==> src/spfc_pkg.sv <==
// Constants and types shared by the self-programming flash control block
package spfc_pkg;
    localparam logic [7:0]  SPFC_CSR_INDEX   = 8'h37;
    localparam logic [11:0] SPFC_CSR_ADDR    = 12'h0dc;
    localparam logic [7:0]  SPFC_LOCK_INDEX  = 8'h38;
    localparam logic [11:0] SPFC_LOCK_ADDR   = 12'h0e0;
    localparam logic [7:0]  SPFC_CSR_RESET   = 8'h00;
    localparam logic [5:0]  SPFC_LOCK_RESET  = 6'h3f;
    localparam int          SPFC_BIT_IRQ_EN  = 7;
    localparam int          SPFC_BIT_BUSY    = 6;
    localparam int          SPFC_BIT_REEN    = 4;
    localparam int          SPFC_BIT_LOCKSET = 3;
    localparam int          SPFC_BIT_PAGE_WRITE_CMD   = 2;
    localparam int          SPFC_BIT_PAGE_ERASE_CMD   = 1;
    localparam int          SPFC_BIT_STORE_PROGRAM_ENABLE   = 0;
    localparam logic [4:0]  SPFC_CMD_FILL    = 5'h01;
    localparam logic [4:0]  SPFC_CMD_ERASE   = 5'h03;
    localparam logic [4:0]  SPFC_CMD_WRITE   = 5'h05;
    localparam logic [4:0]  SPFC_CMD_LOCK    = 5'h09;
    localparam logic [4:0]  SPFC_CMD_REEN    = 5'h11;
    localparam logic [2:0]  SPFC_SPM_WINDOW  = 3'h4;
    localparam logic [2:0]  SPFC_LPM_WINDOW  = 3'h3;
    localparam logic [12:0] SPFC_NO_CONCURRENT_READ_SECTION_BOUND  = 13'h1c00;
    localparam logic [12:0] SPFC_BOOT_START  = 13'h1c00;
    localparam int          SPFC_LK_GEN_LOW  = 0;
    localparam int          SPFC_LK_GEN_HIGH = 1;
    localparam int          SPFC_LK_APP_LOW  = 2;
    localparam int          SPFC_LK_APP_HIGH = 3;
    localparam int          SPFC_LK_BOOT_LOW = 4;
    localparam int          SPFC_LK_BOOT_HIGH = 5;

    typedef enum logic [2:0] {
        SPFC_IDLE  = 3'b001,
        SPFC_ARMED = 3'b010,
        SPFC_BUSY  = 3'b100
    } spfc_state_t;

    typedef struct packed {
        spfc_state_t st;
        logic        irq_en;
        logic        rww_busy;
        logic        reen;
        logic        lockset;
        logic        page_write_cmd;
        logic        page_erase_cmd;
        logic        store_program_enable;
        logic [2:0]  cnt;
        logic [5:0]  lock;
        logic        buf_loaded;
        logic        buf_we;
        logic [5:0]  buf_word;
        logic [15:0] buf_data;
        logic        buf_discard;
        logic        erase_start;
        logic        write_start;
        logic [6:0]  page;
        logic        halt;
        logic [7:0]  lpm_data;
        logic        lpm_valid;
        logic        lpm_denied;
        logic        spm_denied;
        logic        ack;
        logic [31:0] prdata;
        logic        slverr;
    } spfc_reg_t;
endpackage

==> src/spfc_ctrl.sv <==
// Self-programming flash control: command register, arming window, section busy and lock protection
`timescale 1ns/10ps
module spfc_ctrl
    import spfc_pkg::*;
#(
    parameter int ADDR_W = 12
) (
    input  wire logic              clk_in,
    input  wire logic              rstn_in,
    input  wire logic              ce_in,
    input  wire logic              psel_in,
    input  wire logic              penable_in,
    input  wire logic              pwrite_in,
    input  wire logic [ADDR_W-1:0] paddr_in,
    input  wire logic [31:0]       pwdata_in,
    output logic      [31:0]       prdata_out,
    output logic                   pready_out,
    output logic                   pslverr_out,
    input  wire logic              spm_in,
    input  wire logic              lpm_in,
    input  wire logic [15:0]       z_in,
    input  wire logic [7:0]        r0_in,
    input  wire logic [7:0]        r1_in,
    input  wire logic [7:0]        fuse_in,
    input  wire logic              exec_in_boot_in,
    input  wire logic              vectors_in_boot_in,
    input  wire logic              global_irq_in,
    input  wire logic              flash_done_in,
    input  wire logic              chip_erase_in,
    output logic                   buf_we_out,
    output logic      [5:0]        buf_word_out,
    output logic      [15:0]       buf_data_out,
    output logic                   buf_discard_out,
    output logic                   erase_start_out,
    output logic                   write_start_out,
    output logic      [6:0]        page_out,
    output logic                   cpu_halt_out,
    output logic                   rw_section_busy_out,
    output logic      [7:0]        lpm_data_out,
    output logic                   lpm_valid_out,
    output logic                   lpm_denied_out,
    output logic                   spm_denied_out,
    output logic                   prog_ready_irq_out,
    output logic                   ext_prog_refuse_out,
    output logic                   ext_verify_refuse_out,
    output logic                   fuse_locked_out,
    output logic                   boot_lock_locked_out,
    output logic                   boot_vec_irq_disable_out,
    output logic                   app_vec_irq_disable_out
);

    initial begin
        if (ADDR_W < 12 || ADDR_W > 32) begin
            $error("spfc_ctrl: ADDR_W must be 12 to 32");
        end
    end

    spfc_reg_t r;
    spfc_reg_t next_r;

    logic              acc;
    logic              wr_ok;
    logic              hit_csr;
    logic              hit_lock;
    logic [4:0]        cmd;
    logic              cmd_valid;
    logic [12:0]       tgt_word;
    logic              tgt_boot;
    logic              tgt_no_concurrent_read_section;
    logic              wr_blocked;
    logic              rd_blocked;
    logic [7:0]        csr_view;

    assign acc      = psel_in && penable_in;
    assign hit_csr  = paddr_in == ADDR_W'(SPFC_CSR_ADDR);
    assign hit_lock = paddr_in == ADDR_W'(SPFC_LOCK_ADDR);
    assign wr_ok    = acc && r.ack && pwrite_in && hit_csr;
    assign cmd      = pwdata_in[4:0];
    assign cmd_valid = cmd == SPFC_CMD_FILL || cmd == SPFC_CMD_ERASE || cmd == SPFC_CMD_WRITE ||
                       cmd == SPFC_CMD_LOCK || cmd == SPFC_CMD_REEN;

    assign tgt_word = z_in[13:1];
    assign tgt_no_concurrent_read_section = tgt_word >= SPFC_NO_CONCURRENT_READ_SECTION_BOUND;
    assign tgt_boot = tgt_word >= SPFC_BOOT_START;
    assign wr_blocked = tgt_boot ? !r.lock[SPFC_LK_BOOT_LOW] : !r.lock[SPFC_LK_APP_LOW];
    assign rd_blocked = (exec_in_boot_in ? (!tgt_boot && !r.lock[SPFC_LK_APP_HIGH])
                                         : (tgt_boot && !r.lock[SPFC_LK_BOOT_HIGH]))
                        || (!tgt_no_concurrent_read_section && r.rww_busy);

    assign csr_view = {r.irq_en, r.rww_busy, 1'b0, r.reen, r.lockset, r.page_write_cmd, r.page_erase_cmd, r.store_program_enable};

    always_comb begin
        next_r = r;
        next_r.buf_we      = 1'b0;
        next_r.buf_discard = 1'b0;
        next_r.erase_start = 1'b0;
        next_r.write_start = 1'b0;
        next_r.lpm_valid   = 1'b0;
        next_r.lpm_denied  = 1'b0;
        next_r.spm_denied  = 1'b0;

        // Bus slave: one wait state, data latched on the same edge as ready
        if (acc && !r.ack) begin
            next_r.ack    = 1'b1;
            next_r.slverr = !(hit_csr || hit_lock);
            if (hit_csr) begin
                next_r.prdata = {24'h000000, csr_view};
            end else if (hit_lock) begin
                next_r.prdata = {24'h000000, 2'b11, r.lock};
            end else begin
                next_r.prdata = 32'h00000000;
            end
        end else if (acc && r.ack) begin
            next_r.ack    = 1'b0;
            next_r.slverr = 1'b0;
        end

        // Command window and operations
        case (r.st)
            SPFC_IDLE: begin
            end
            SPFC_ARMED: begin
                if (spm_in) begin
                    next_r.store_program_enable   = 1'b0;
                    next_r.reen    = 1'b0;
                    next_r.lockset = 1'b0;
                    next_r.cnt     = 3'h0;
                    next_r.st      = SPFC_IDLE;
                    if (r.reen) begin
                        next_r.rww_busy = 1'b0;
                    end else if (r.lockset) begin
                        next_r.lock = r.lock & r0_in[5:0];
                    end else if (r.page_write_cmd || r.page_erase_cmd) begin
                        if (wr_blocked) begin
                            next_r.spm_denied = 1'b1;
                            next_r.page_write_cmd      = 1'b0;
                            next_r.page_erase_cmd      = 1'b0;
                        end else begin
                            next_r.store_program_enable       = 1'b1;
                            next_r.st          = SPFC_BUSY;
                            next_r.page        = z_in[13:7];
                            next_r.erase_start = r.page_erase_cmd;
                            next_r.write_start = r.page_write_cmd;
                            next_r.halt        = tgt_no_concurrent_read_section;
                            next_r.rww_busy    = r.rww_busy || !tgt_no_concurrent_read_section;
                            if (r.page_write_cmd) begin
                                next_r.buf_loaded = 1'b0;
                            end
                        end
                    end else begin
                        next_r.buf_we     = 1'b1;
                        next_r.buf_word   = z_in[6:1];
                        next_r.buf_data   = {r1_in, r0_in};
                        next_r.buf_loaded = 1'b1;
                        next_r.rww_busy   = 1'b0;
                    end
                end else if (r.cnt == 3'h1) begin
                    next_r.store_program_enable   = 1'b0;
                    next_r.reen    = 1'b0;
                    next_r.lockset = 1'b0;
                    next_r.page_write_cmd   = 1'b0;
                    next_r.page_erase_cmd   = 1'b0;
                    next_r.cnt     = 3'h0;
                    next_r.st      = SPFC_IDLE;
                end else begin
                    next_r.cnt = r.cnt - 3'h1;
                end
                if (lpm_in && r.lockset && r.cnt > (SPFC_SPM_WINDOW - SPFC_LPM_WINDOW)) begin
                    next_r.lpm_valid = 1'b1;
                    next_r.lpm_data  = z_in[0] ? fuse_in : {2'b11, r.lock};
                end
            end
            SPFC_BUSY: begin
                if (flash_done_in) begin
                    next_r.store_program_enable = 1'b0;
                    next_r.page_write_cmd = 1'b0;
                    next_r.page_erase_cmd = 1'b0;
                    next_r.halt  = 1'b0;
                    next_r.st    = SPFC_IDLE;
                end
            end
            default: begin
                next_r.st = SPFC_IDLE;
            end
        endcase

        if (lpm_in && !(r.st == SPFC_ARMED && r.lockset) && rd_blocked) begin
            next_r.lpm_denied = 1'b1;
        end

        // Register write; a new valid pattern restarts the window unless an erase or write is busy
        if (wr_ok) begin
            next_r.irq_en = pwdata_in[SPFC_BIT_IRQ_EN];
            if (pwdata_in[SPFC_BIT_REEN] && r.buf_loaded) begin
                next_r.buf_discard = 1'b1;
                next_r.buf_loaded  = 1'b0;
            end
            if (r.st != SPFC_BUSY && cmd_valid) begin
                next_r.store_program_enable   = 1'b1;
                next_r.page_erase_cmd   = pwdata_in[SPFC_BIT_PAGE_ERASE_CMD];
                next_r.page_write_cmd   = pwdata_in[SPFC_BIT_PAGE_WRITE_CMD];
                next_r.lockset = pwdata_in[SPFC_BIT_LOCKSET];
                next_r.reen    = pwdata_in[SPFC_BIT_REEN];
                next_r.cnt     = SPFC_SPM_WINDOW;
                next_r.st      = SPFC_ARMED;
            end
        end

        if (chip_erase_in) begin
            next_r.lock = SPFC_LOCK_RESET;
        end
    end

    always_ff @(posedge clk_in or negedge rstn_in) begin
        if (!rstn_in) begin
            r          <= '0;
            r.st       <= SPFC_IDLE;
            r.lock     <= SPFC_LOCK_RESET;
        end else if (ce_in) begin
            r <= next_r;
        end
    end

    assign prdata_out          = r.prdata;
    assign pready_out          = r.ack;
    assign pslverr_out         = r.ack && r.slverr;
    assign buf_we_out          = r.buf_we;
    assign buf_word_out        = r.buf_word;
    assign buf_data_out        = r.buf_data;
    assign buf_discard_out     = r.buf_discard;
    assign erase_start_out     = r.erase_start;
    assign write_start_out     = r.write_start;
    assign page_out            = r.page;
    assign cpu_halt_out        = r.halt;
    assign rw_section_busy_out = r.rww_busy;
    assign lpm_data_out        = r.lpm_data;
    assign lpm_valid_out       = r.lpm_valid;
    assign lpm_denied_out      = r.lpm_denied;
    assign spm_denied_out      = r.spm_denied;
    assign prog_ready_irq_out  = r.irq_en && global_irq_in && !r.store_program_enable;
    assign ext_prog_refuse_out   = !r.lock[SPFC_LK_GEN_LOW];
    assign fuse_locked_out       = !r.lock[SPFC_LK_GEN_LOW];
    assign ext_verify_refuse_out = !r.lock[SPFC_LK_GEN_LOW] && !r.lock[SPFC_LK_GEN_HIGH];
    assign boot_lock_locked_out  = !r.lock[SPFC_LK_GEN_LOW] && !r.lock[SPFC_LK_GEN_HIGH];
    assign boot_vec_irq_disable_out = !exec_in_boot_in && vectors_in_boot_in
                                      && !r.lock[SPFC_LK_APP_HIGH];
    assign app_vec_irq_disable_out  = exec_in_boot_in && !vectors_in_boot_in
                                      && !r.lock[SPFC_LK_BOOT_HIGH];

    AST_IRQ_LEVEL: assert property (@(posedge clk_in) disable iff (!rstn_in)
        ce_in && wr_ok && r.st == SPFC_IDLE && !cmd_valid
        |=> prog_ready_irq_out == ($past(pwdata_in[SPFC_BIT_IRQ_EN]) && global_irq_in))
        else $error("ready interrupt does not follow its enables");

    AST_BUSY_SET: assert property (@(posedge clk_in) disable iff (!rstn_in)
        ce_in && r.st == SPFC_ARMED && spm_in && (r.page_write_cmd || r.page_erase_cmd) && !wr_blocked && !tgt_no_concurrent_read_section
        && !wr_ok |=> rw_section_busy_out && r.st == SPFC_BUSY)
        else $error("section busy not set by erase or write");

    AST_BUSY_CLR_FILL: assert property (@(posedge clk_in) disable iff (!rstn_in)
        ce_in && r.st == SPFC_ARMED && spm_in && r.store_program_enable && !r.page_write_cmd && !r.page_erase_cmd && !r.lockset && !r.reen
        |=> !rw_section_busy_out && buf_we_out)
        else $error("buffer load did not clear section busy");

    AST_RES_BIT: assert property (@(posedge clk_in) disable iff (!rstn_in)
        r.ack && hit_csr |-> prdata_out[5] == 1'b0)
        else $error("reserved bit reads as one");

    AST_DISCARD: assert property (@(posedge clk_in) disable iff (!rstn_in)
        ce_in && wr_ok && pwdata_in[SPFC_BIT_REEN] && r.buf_loaded |=> buf_discard_out && !r.buf_loaded)
        else $error("re-enable during load did not discard buffer");

    AST_LOCK_PROG: assert property (@(posedge clk_in) disable iff (!rstn_in)
        ce_in && r.st == SPFC_ARMED && spm_in && r.lockset && !chip_erase_in
        |=> r.lock == ($past(r.lock) & $past(r0_in[5:0])))
        else $error("lock bits not programmed from register 0");

    AST_WINDOW_EXPIRE: assert property (@(posedge clk_in) disable iff (!rstn_in)
        ce_in && r.st == SPFC_ARMED && r.cnt == 3'h1 && !spm_in && !wr_ok
        |=> !r.store_program_enable && !r.lockset && !r.page_write_cmd && !r.page_erase_cmd && r.st == SPFC_IDLE)
        else $error("arming window did not close after four cycles");

    AST_STORE_PROGRAM_ENABLE_HOLD: assert property (@(posedge clk_in) disable iff (!rstn_in)
        r.st == SPFC_BUSY && !flash_done_in |=> r.store_program_enable)
        else $error("store enable dropped during erase or write");

    AST_HALT: assert property (@(posedge clk_in) disable iff (!rstn_in)
        write_start_out |-> cpu_halt_out == (page_out >= SPFC_NO_CONCURRENT_READ_SECTION_BOUND[12:6]))
        else $error("halt does not match targeted section");

    AST_BAD_CMD: assert property (@(posedge clk_in) disable iff (!rstn_in)
        ce_in && wr_ok && !cmd_valid && r.st == SPFC_IDLE |=> r.st == SPFC_IDLE && !r.store_program_enable)
        else $error("invalid command pattern took effect");

    AST_LPM_LOCK: assert property (@(posedge clk_in) disable iff (!rstn_in)
        ce_in && r.st == SPFC_ARMED && r.lockset && r.cnt >= 3'h2 && lpm_in && !z_in[0] && !spm_in
        |=> lpm_valid_out && lpm_data_out == {2'b11, $past(r.lock)})
        else $error("lock bits not returned to load");

    AST_VERIFY: assert property (@(posedge clk_in) disable iff (!rstn_in)
        ce_in && r.st == SPFC_ARMED && spm_in && r.lockset && !chip_erase_in && r0_in[1:0] == 2'b00
        |=> ext_verify_refuse_out && ext_prog_refuse_out && fuse_locked_out && boot_lock_locked_out)
        else $error("general lock pair 0,0 did not refuse verify and lock boot bits");

    AST_REEN_CLR: assert property (@(posedge clk_in) disable iff (!rstn_in)
        ce_in && r.st == SPFC_ARMED && spm_in && r.reen && !wr_ok
        |=> !rw_section_busy_out && !r.reen && !r.store_program_enable)
        else $error("re-enable store did not unblock the section");

    AST_LOCKSET_CLR: assert property (@(posedge clk_in) disable iff (!rstn_in)
        ce_in && r.st == SPFC_ARMED && spm_in && r.lockset && !wr_ok |=> !r.lockset && !r.store_program_enable)
        else $error("lock-set bit not cleared after lock programming");

    AST_FILL_DATA: assert property (@(posedge clk_in) disable iff (!rstn_in)
        ce_in && r.st == SPFC_ARMED && spm_in && !r.page_write_cmd && !r.page_erase_cmd && !r.lockset && !r.reen
        |=> buf_word_out == $past(z_in[6:1]) && buf_data_out == {$past(r1_in), $past(r0_in)})
        else $error("buffer word or data not taken from pointer and register pair");

    AST_PAGE_START: assert property (@(posedge clk_in) disable iff (!rstn_in)
        ce_in && r.st == SPFC_ARMED && spm_in && (r.page_write_cmd || r.page_erase_cmd) && !wr_blocked && !wr_ok
        |=> (erase_start_out != write_start_out) && page_out == $past(z_in[13:7]))
        else $error("page operation not started on pointer page");

    AST_SPM_DENY: assert property (@(posedge clk_in) disable iff (!rstn_in)
        ce_in && r.st == SPFC_ARMED && spm_in && (r.page_write_cmd || r.page_erase_cmd) && wr_blocked
        |=> spm_denied_out && !erase_start_out && !write_start_out)
        else $error("protected section was erased or written");

    AST_BUSY_READ: assert property (@(posedge clk_in) disable iff (!rstn_in)
        ce_in && lpm_in && r.rww_busy && !tgt_no_concurrent_read_section && !(r.st == SPFC_ARMED && r.lockset)
        |=> lpm_denied_out)
        else $error("load from busy section not blocked");

    AST_DONE_CLR: assert property (@(posedge clk_in) disable iff (!rstn_in)
        ce_in && r.st == SPFC_BUSY && flash_done_in
        |=> !r.store_program_enable && !r.page_write_cmd && !r.page_erase_cmd && !cpu_halt_out && r.st == SPFC_IDLE)
        else $error("command bits or halt not cleared on completion");

    AST_FREEZE: assert property (@(posedge clk_in) disable iff (!rstn_in)
        !ce_in |=> $stable(r))
        else $error("state changed while clock enable low");

    AST_BUSY_HOLD: assert property (@(posedge clk_in) disable iff (!rstn_in)
        ce_in && r.st == SPFC_BUSY && !flash_done_in |=> r.st == SPFC_BUSY)
        else $error("erase or write left before completion");

    AST_IRQ_BUSY: assert property (@(posedge clk_in) disable iff (!rstn_in)
        r.st == SPFC_BUSY |-> !prog_ready_irq_out)
        else $error("ready interrupt raised during erase or write");

endmodule // spfc_ctrl

==> config.mk <==
export PLATFORM = sky130hd
export DESIGN_NAME = spfc_ctrl
export DESIGN_NICKNAME = d
export VERILOG_FILES = /design/src/spfc_pkg.sv /design/src/spfc_ctrl.sv
export SDC_FILE = /design/constraint.sdc
export NUM_CORES = 1
export LEC_CHECK = 0
export BUFFER_PORTS_ARGS = -buffer_cell sky130_fd_sc_hd__buf_2
export CORE_MARGIN = 4
export CORE_UTILIZATION = 25
export CTS_BUF_LIST = sky130_fd_sc_hd__clkbuf_16
export DETAILED_ROUTE_END_ITERATION = 6
export SLEW_MARGIN = 20
export SYNTH_ARGS = -nofsm -noshare
export SYNTH_HDL_FRONTEND = slang
export SYNTH_SLANG_ARGS = --single-unit
==> constraint.sdc <==
create_clock -name clk_in -period 2.7 [get_ports clk_in]
set_clock_uncertainty 0.05 [all_clocks]
set_input_delay 0.135 -clock clk_in [delete_from_list [all_inputs] [get_ports clk_in]]
set_output_delay 0.135 -clock clk_in [all_outputs]
set_load 0.01 [all_outputs]
==> flow_summary.json <==
{
  "rows": 45,
  "cts.clk_slew.worst_paths_ns": 0.06,
  "cts_made_buffers": 9,
  "grt_first_pass_wirelength_um": 17110,
  "slowest_delay_ns": 0.57,
  "firstDrtPassIters": 4,
  "ant_nets": 0,
  "setup_viol": 0,
  "wl_met2_um": 5459,
  "clk_latency_ns": 0.33,
  "syn_to_final_growth_pct": 27.25,
  "drt-total-wl_um": 10970,
  "io_pins": 184,
  "arrival_ns": 2.38,
  "wl_per_cell_um": 15.35,
  "fin_nets": 596,
  "critical_path.startpoint_type": "register",
  "clock-sinks": 75,
  "antenna_found_initial": 0,
  "synth_cell_types": 54,
  "drtIter0Drc": 135,
  "synth_edf_count": 0,
  "vias": 3102,
  "dieArea_um2": 17970,
  "intPower_uw": 2294,
  "hpwl_um": 8179,
  "timing.final.hold_violations": 0,
  "syn-instance-count": 383,
  "crit_fanout": 7,
  "maxSlewHeadroom_pct": 35.76,
  "synthArstFlopShare_pct": 100.0,
  "tightest_slew_ns": 0.9636,
  "power.density_nw_per_um2": 598.5,
  "crit_family": "simple AND/OR/NAND/NOR gates",
  "post-route-min-period_ns": 2.212,
  "dp_slack_ns": 0.5149,
  "yosysWarnings": 0,
  "finalWorstSetupSlack_ns": 0.4880,
  "synth_largest_area_cell": "dfrtp_1",
  "p_comb_share_pct": 13.4,
  "route.met3.wl_um": 907,
  "synth_ff_type": "dfrtp_1",
  "yosys_register_bits": 75,
  "peakVddDrop_mv": 0.3087,
  "post_cts_buffers": 0,
  "outcome": "complete, no violations",
  "p_sw_uw": 730.7,
  "drv_slew": 0,
  "grt_pass1_vias": 3156,
  "fin_crit_sh_pct": 81.93,
  "overflow": 0,
  "yosys-top-cells-count": "buf_4 (71), dfrtp_1 (68), mux2_2 (32)",
  "die_w_um": 134.0,
  "initial_core_util_pct": 25.84,
  "top_layer": "met4",
  "cp-end-kind": "register",
  "setup_tns_ns": 0,
  "cap_violations": 0,
  "hold_path.class": "in2reg",
  "fmax_mhz": 452.1,
  "ctsResizeCount": 0,
  "critPathBufInv": 0,
  "syn_area_per_cell_um2": 10.37,
  "synth_area_leaders": "dfrtp_1 (43%), buf_4 (13%), mux2_2 (9.1%)",
  "p_leak_uw": 0.002620,
  "sw_frac_of_total_pct": 24.16,
  "grt_max_degree": 76,
  "seq_power_share_pct": 42.1,
  "clockRootBuffer": "clkbuf_16",
  "critPathKind": "reg2reg",
  "synthesis.area_um2": 3971,
  "cts_tree": "built",
  "wl_met1_um": 4514,
  "fillCellCount": 1564,
  "core_area_um2": 15370,
  "cts.path.max_buffers": 2,
  "critical_path.cell_chain": "nor3b_1 > nor4_1 > nand4_1 > a32o_1",
  "post-route-drc-count": 0,
  "yosysSeqAreaShare_pct": 47.48,
  "gp_congestion": 0.7901,
  "die_y_um": 134.0,
  "drive_gt1_share_pct": 39.44,
  "cts_hold_buffers": 25,
  "crit_required_ns": 2.87,
  "port_buffers": 131,
  "vias_per_cell": 4.338,
  "cts_max_level": 3,
  "post-synth-top-area-fraction_pct": 42.85,
  "rsz0062_at_grt": "false",
  "clkPwrFrac_pct": 44.5,
  "grtUsageTotal_pct": 12.26,
  "critPathSlowestCell": "dfstp_2",
  "yosysMostFrequentCell": "buf_4"
}
## final timing paths
kind / from / to / slack, ns / cells past startpoint
setup / recovery: r[96]$_DFFE_PN1P_ / r[86]$_DFFE_PN0P_ / 0.49 / 4
hold / removal: r0_in[3] / buf_data_out[3]$_DFFE_PN0P_ / 0.02 / 2
setup reg to reg: r[96]$_DFFE_PN1P_ / r[86]$_DFFE_PN0P_ / 0.49 / 4
hold reg to reg: r[0]$_DFFE_PN0P_ / r[0]$_DFFE_PN0P_ / 0.41 / 2
max in group asynchronous: rstn_in / buf_data_out[3]$_DFFE_PN0P_ / 1.53 / 2
min in group asynchronous: rstn_in / buf_data_out[13]$_DFFE_PN0P_ / 0.45 / 2
## cells by family after synthesis
group	after synthesis	share of synthesized area [%]
buffers and inverters	100	16.19
and+or+nand+nor	97	12.92
DFF	75	47.48
AOI/OAI and AO/OA	64	10.62
muxes	43	11.85
adders and majority gates	2	0.6300
other	1	0.09443
xor gates and xnor gates	1	0.2206
## cell usage in the layout, fill, tap and decap left out, types with 6 or more instances in the layout
| master | instances |
|---|---|
| buf_2 | 130 |
| dfrtp_1 | 68 |
| mux2_2 | 32 |
| nand2_1 | 28 |
| dlygate4sd3_1 | 25 |
| conb_1 | 24 |
| o21ai_0 | 21 |
| inv_1 | 18 |
| nor2_1 | 18 |
| a21oi_1 | 12 |
| nand3_1 | 11 |
| mux2i_1 | 11 |
| clkbuf_16 | 9 |
| buf_4 | 7 |
| dfstp_2 | 7 |
| and3_1 | 6 |
## power groups by stage
stage	Combinational, uW	Sequential (uW)	Clock, uW
after detailed placement	383	1290	0
after floorplan	299	1280	0
final	406	1270	1350
after global placement	378	1290	0
after global routing	454	1290	1460
after CTS	412	1270	1400
## worst register-to-register path: cells and delay by family (launching register included)
| kind | cells | cell delay (ns) |
|---|---|---|
| flip-flops | 1 | 0.57 |
| AND/OR/NAND/NOR | 3 | 1.06 |
| AO/OA/AOI/OAI | 1 | 0.42 |
## area by class of cell
type	instances	area (um^2)	area share [%]
clock buffers	9	225.2	4.457
well taps	211	264.0	5.224
clock inverters	7	107.6	2.129
flip-flops and latches	75	1886	37.31
repair buffers	163	973.4	19.26
inverters	17	63.81	1.263
diodes	2	5.005	0.09903
multi-input cells	231	1529	30.26
## metrics by stage
| step | instances | util [%] | area [um^2] | hold slack (ns) | power, uW |
|---|---|---|---|---|---|
| finish | 715 | 32.88 | 5054 | 0.01558 | 3024 |
| global route | 713 | 32.84 | 5049 | 0.009467 | 3199 |
| CTS | 713 | 32.84 | 5049 | 0.003933 | 3083 |
| detailed placement | 672 | 29.05 | 4466 | 0.3036 | 1677 |
| global placement | 672 | 29.05 | 4466 | 0.2959 | 1665 |
| floorplan | 406 | - | 4058 | -0.2106 | 1582 |
## per-layer routing
layer,up-vias,GRT usage (%)
met1,1482,15.13
met2,133,20.52
met4,0,2.941
met5,-,0
li1,1478,-
met3,9,4.464
## sequential cells by signal, summed over array words and instances (netlist names), 6 cells and up
register and cells:
buf_data_out 16, r 14, lpm_data_out 8, prdata_out 8, page_out 7, buf_word_out 6
csr_view 6
Power figures use the tool's default switching activity.
